==> config.mk <==
export PLATFORM = sky130hd
export DESIGN_NAME = pc4_counter
export DESIGN_NICKNAME = d
export VERILOG_FILES = /design/src/rtl/pc4_pkg.sv /design/src/rtl/pc4_counter.sv /design/src/rtl/pc4_dt_cell.sv
export SDC_FILE = /design/constraint.sdc
export NUM_CORES = 1
export LEC_CHECK = 0
export ABC_CLOCK_PERIOD_IN_PS = 1500
export BUFFER_PORTS_ARGS = -buffer_cell sky130_fd_sc_hd__buf_4
export CORE_AREA = 4 4 41 43
export CTS_BUF_LIST = sky130_fd_sc_hd__clkbuf_16
export DETAILED_ROUTE_END_ITERATION = 10
export DIE_AREA = 0 0 45 47
export MAX_ROUTING_LAYER = met4
export PLACE_DENSITY = 0.51
export SLEW_MARGIN = 0
export SYNTH_ARGS = -nofsm -noshare
export SYNTH_HDL_FRONTEND = slang
export SYNTH_SLANG_ARGS = --single-unit
==> constraint.sdc <==
create_clock -name clk_sys -period 1.5 [get_ports clk_sys]
set_input_delay 0.225 -clock clk_sys [delete_from_list [all_inputs] [get_ports clk_sys]]
set_output_delay 0.225 -clock clk_sys [all_outputs]
set_load 0.01 [all_outputs]
==> src/rtl/pc4_pkg.sv <==
package pc4_pkg;

    localparam int PC4_WIDTH = 4;
    localparam logic [3:0] PC4_COUNT_RESET = 4'h0;
    localparam logic [3:0] PC4_TERMINAL = 4'hf;
    localparam logic [3:0] PC4_STEP = 4'h1;
    localparam logic PC4_BIT_RESET = 1'h0;

    typedef enum logic [3:0] {
        PC4_MODE_CLEAR = 4'h1,
        PC4_MODE_LOAD = 4'h2,
        PC4_MODE_COUNT = 4'h4,
        PC4_MODE_HOLD = 4'h8
    } pc4_mode_type;

endpackage

==> src/rtl/pc4_counter.sv <==
// Functional notes
// - The block holds a 4-bit binary count shown on four parallel count outputs.
// - All four count flip-flops update together on the rising clock edge.
// - A low preset strobe at a rising edge, with clear inactive, loads the preset inputs.
// - A low clear at once forces the count and the carry low, over load and enables.
// - The count goes up by one at an edge when clear, preset strobe and both enables are high.
// - The carry is high exactly while the trickle enable is high and the count is all ones.
// - With clear and preset strobe high and either enable low, the count holds its value.
// - Enable and preset strobe changes affect the count only at the next rising edge.
// - Counting from the maximum wraps to zero and counting carries on.
`timescale 1ns/1ns

module pc4_counter
    import pc4_pkg::*;
(
    input wire logic clk_sys,
    input wire logic arst_n,
    input wire logic async_clear_n,
    input wire logic preset_load_n,
    input wire logic count_enable_parallel,
    input wire logic count_enable_trickle,
    input wire logic [3:0] preset_in,
    output logic count_out_bit0,
    output logic count_out_bit1,
    output logic count_out_bit2,
    output logic count_out_bit3,
    output logic terminal_carry_out
);

    function automatic logic all_ones(input logic [3:0] value, input int unsigned top);
        logic result;
        result = 1'b1;
        for (int unsigned i = 0; i < 4; i++)
        begin
            if (i < top)
            begin
                result = result & value[i];
            end
        end
        return result;
    endfunction

    wire clear_n;
    wire load;
    wire count_en;
    wire [3:0] count;
    wire [3:0] toggle;
    wire [3:0] cell_q;
    pc4_mode_type mode;

    // Clear is a pin-level override, so it joins reset on the async input
    assign clear_n = arst_n & async_clear_n;
    assign load = ~preset_load_n;
    assign count_en = count_enable_parallel & count_enable_trickle;

    // Look-ahead: each bit toggles when every lower bit is one
    genvar gi;
    generate
        for (gi = 0; gi < PC4_WIDTH; gi++)
        begin : g_cell
            assign toggle[gi] = count_en & all_ones(count, gi);
            pc4_dt_cell u_cell (
                .clk_sys(clk_sys),
                .clear_n(clear_n),
                .load(load),
                .preset_bit(preset_in[gi]),
                .toggle(toggle[gi]),
                .q(cell_q[gi])
            );
        end
    endgenerate

    assign count = cell_q;
    assign count_out_bit0 = cell_q[0];
    assign count_out_bit1 = cell_q[1];
    assign count_out_bit2 = cell_q[2];
    assign count_out_bit3 = cell_q[3];

    // Carry stays combinational on the trickle enable so cascades need no extra stage
    assign terminal_carry_out = count_enable_trickle & all_ones(count, PC4_WIDTH);

    // Decoded operation, kept for observation by the checks below
    assign mode = !async_clear_n ? PC4_MODE_CLEAR :
        load ? PC4_MODE_LOAD :
        count_en ? PC4_MODE_COUNT : PC4_MODE_HOLD;

    // Value taken on entering an inhibit, kept however long the inhibit lasts
    logic hold_armed;
    logic [3:0] hold_value;
    wire hold_now;
    wire [3:0] next_hold_value;

    assign hold_now = mode == PC4_MODE_HOLD;
    assign next_hold_value = (hold_now && hold_armed) ? hold_value : count;

    always_ff @(posedge clk_sys or negedge clear_n)
    begin
        if (!clear_n)
        begin
            hold_armed <= PC4_BIT_RESET;
            hold_value <= PC4_COUNT_RESET;
        end
        else
        begin
            hold_armed <= hold_now;
            hold_value <= next_hold_value;
        end
    end
endmodule

==> src/rtl/pc4_dt_cell.sv <==
`timescale 1ns/1ns

module pc4_dt_cell
    import pc4_pkg::*;
(
    input wire logic clk_sys,
    input wire logic clear_n,
    input wire logic load,
    input wire logic preset_bit,
    input wire logic toggle,
    output logic q
);

    logic next_q;

    // Load beats toggle; otherwise toggle or keep
    assign next_q = load ? preset_bit : (q ^ toggle);

    always_ff @(posedge clk_sys or negedge clear_n)
    begin
        if (!clear_n)
        begin
            q <= PC4_BIT_RESET;
        end
        else
        begin
            q <= next_q;
        end
    end

endmodule

==> results_dict.tcl <==
set metrics [dict create \
    grt_pass1_vias 243 \
    synthToLayoutAreaGrowth_pct 101 \
    clock-sinks 4 \
    ys.flop_type "dfrtp_1" \
    syn_area_um2 218 \
    ys_ff_latch 4 \
    crit_fanout 4 \
    yosysSeqAreaShare_pct 46.0 \
    ant_nets 0 \
    finClkSkew_ns 0.000765 \
    synth_top_area_share_pct 46.0 \
    busiest_layer "met2" \
    timing.fmax_ghz 0.828 \
    final.setup.tns_ns 0 \
    dr.pass1.iters 3 \
    setup_violations 0 \
    n_antenna_cell 0 \
    grt_pass1_wl_um 993 \
    postCtsResizedCells 0 \
    cts_buffers 3 \
    r2r_cells 3 \
    critPathLaunchType "input pin" \
    grt_usage_pct 7.60 \
    drc_errors 0 \
    leakagePower_nw 0.211 \
    synth_warnings 0 \
    drt_iter0_drc 3 \
    reg.largest.list "g_cell.u_cell.q x4" \
    crit_type "in2async" \
    ir_drop_mv 0.668 \
    placed_cells 52 \
    critPathCaptureType "async pin" \
    use_met1_pct 7.99 \
    stdcell_area_um2 437 \
    placeableCoreArea_um2 1300 \
    synth_top_cell_by_area "dfrtp_1" \
    final_util_pct 33.6 \
    overflow 0 \
    start_util_pct 16.7 \
    rsz0062_at_grt "no" \
    cp_cell_sequence "dlygate4sd3_1 -> buf_4 -> and2_1 -> dlygate4sd3_1" \
    required_ns 1.91 \
    p_total_uw 638 \
    rr_startpoint "g_cell[1].u_cell.q" \
    synth_edf_count 0 \
    die_height_um 47 \
    avgSynthCellArea_um2 9.47 \
    io_buffers 14 \
    ios 15 \
    rows 13 \
    die-width_um 45 \
    slowest_stage "dlygate4sd3_1" \
    slowest_delay_ns 0.65 \
    antenna_found_initial 0 \
    nNetsFinal 55 \
    clock_path_buffers 2 \
    post_cts_buffers 0 \
    vias_per_cell 3.89 \
    status "complete, no violations" \
    largest_reg_flops 4 \
    die_area_um2 2120 \
    drive_above_1_share_pct 45.2 \
    p_per_area_nw_per_um2 1460 \
    synthesis.nets 34 \
    synth_common_cells "dfrtp_1 (4), nor2_1 (4), a21oi_1 (2), nand2_1 (2)" \
    grt_use_met3_pct 3.83 \
    crit_path_frequent_cell "dlygate4sd3_1" \
    r2r_end "g_cell[3].u_cell.q" \
    largest_register "g_cell.u_cell.q" \
    min_from "preset_in[0]" \
    fin_crit_ns 1.21 \
    period_share_pct 80.5 \
    drv_slew 0 \
    wl_um 582 \
    drv_cap 0 \
    routedWlPerCell_um 10.2 \
    cts_tree "built" \
    placed_area_um2 342 \
    root_buffer "clkbuf_16" \
    finalHoldViolCount 0 \
    tightest_slew_ns 0.197 \
    stdcell_count 57 \
    ys_types 15 \
    cts.clk_slew.worst_paths_ns 0.03 \
    clock_latency_ns 0.22 \
    min_to "g_cell[0].u_cell.q" \
    rrSetupSlack_ns 0.42 \
    synth.area.top_cells "dfrtp_1 (46%), nor2_1 (6.9%), ha_1 (5.7%), mux2_2 (5.2%), a21oi_1 (4.6%)" \
    worstPathArrival_ns 1.61 \
    synth_async_sr_flop_share_pct 100 \
    h-tree-depth 1 \
    cp.buffers_inverters 3 \
    use_met2_pct 10.2 \
    whs_path_depth 2 \
    max_slew_margin_pct 86.8 \
    synthCells 23 \
    grt_max_degree 8 \
    critPathTopFamily "buffers and inverters" \
    gp_congestion 0.711 \
    n_fill_cell 147 \
    num_vias 222 \
    min_path_type "in2reg" \
]
==> what timing repair did <==
item,4_1_cts,5_1_grt
hold endpoints to repair,4,0
hold buffers,2,0
endpoints found under the setup margin,0,0
==> logic make-up (layout without fill, tap and decap cells) <==
group,after synthesis,in the layout,share of synthesized area [%]
DFF,4,4,46.0
muxes,1,1,5.17
AOI/OAI and AO/OA,4,4,9.77
buffers and inverters,1,20,1.72
xor gates and xnor gates,2,2,8.05
adders and majority gates,1,1,5.75
and+or+nand+nor,10,10,23.6
==> stage by stage <==
| stage | setup slack [ns] | hold WS (ns) |
|---|---|---|
| floorplan | 0.410 | 0.0612 |
| global placement | 0.399 | 0.163 |
| detailed placement | 0.388 | 0.168 |
| CTS | 0.295 | 0.233 |
| global route | 0.190 | 0.238 |
| finish | 0.292 | 0.234 |
==> worst register-to-register path: cells and delay by family, from the launching register on <==
kind,cells,cell delay (ns)
AOI/OAI and AO/OA,1,0.18
and+or+nand+nor,2,0.41
DFF,1,0.40
==> layout make-up <==
type                            count  area [um^2]  area share [%]
Sequential cell                     4          100            22.9
Inverter                            1         3.75           0.860
Timing Repair Buffer               16          125            28.7
Tap cell                           15         18.8            4.30
Multi-Input combinational cell     18          114            26.1
Clock buffer                        3         75.1            17.2
==> how the worst max path moves through the flow <==
stage | start | endpoint | slack (ns) | depth (start not counted)
final | async_clear_n | g_cell[3].u_cell.q | 0.29 | 4
after global routing | async_clear_n | g_cell[0].u_cell.q | 0.19 | 4
after CTS | async_clear_n | g_cell[3].u_cell.q | 0.30 | 4
after detailed placement | count_enable_trickle | g_cell[0].u_cell.q | 0.39 | 5
after global placement | count_enable_parallel | g_cell[0].u_cell.q | 0.40 | 5
after floorplan | g_cell[0].u_cell.q | g_cell[0].u_cell.q | 0.41 | 2
==> power breakdown <==
group	total (mW)	internal, mW	switching [mW]	leakage (nW)
logic	0.0920	0.0551	0.0369	0.126
registers	0.138	0.122	0.0157	0.0480
clock network	0.408	0.340	0.0685	0.0370
total	0.638	0.517	0.121	0.211
==> cells in the final DEF (no fill, tap or decap) <==
cell type,n
buf_4,14
nor2_1,4
dfrtp_1,4
clkbuf_16,3
nand2_1,2
a21oi_1,2
dlygate4sd3_1,2
inv_1,1
mux2_2,1
xnor2_1,1
nand4_1,1
xor2_1,1
nand3_2,1
o21ai_0,1
or3_1,1
a31oi_1,1
and2_1,1
ha_1,1
==> routing by layer <==
metal  wire [um]  up-vias
li1            -      117
met3         106        2
met1         242       88
met2         215       15
met4          17        0
met5           0        -
Note: power is estimated with default switching activity, not from simulation.
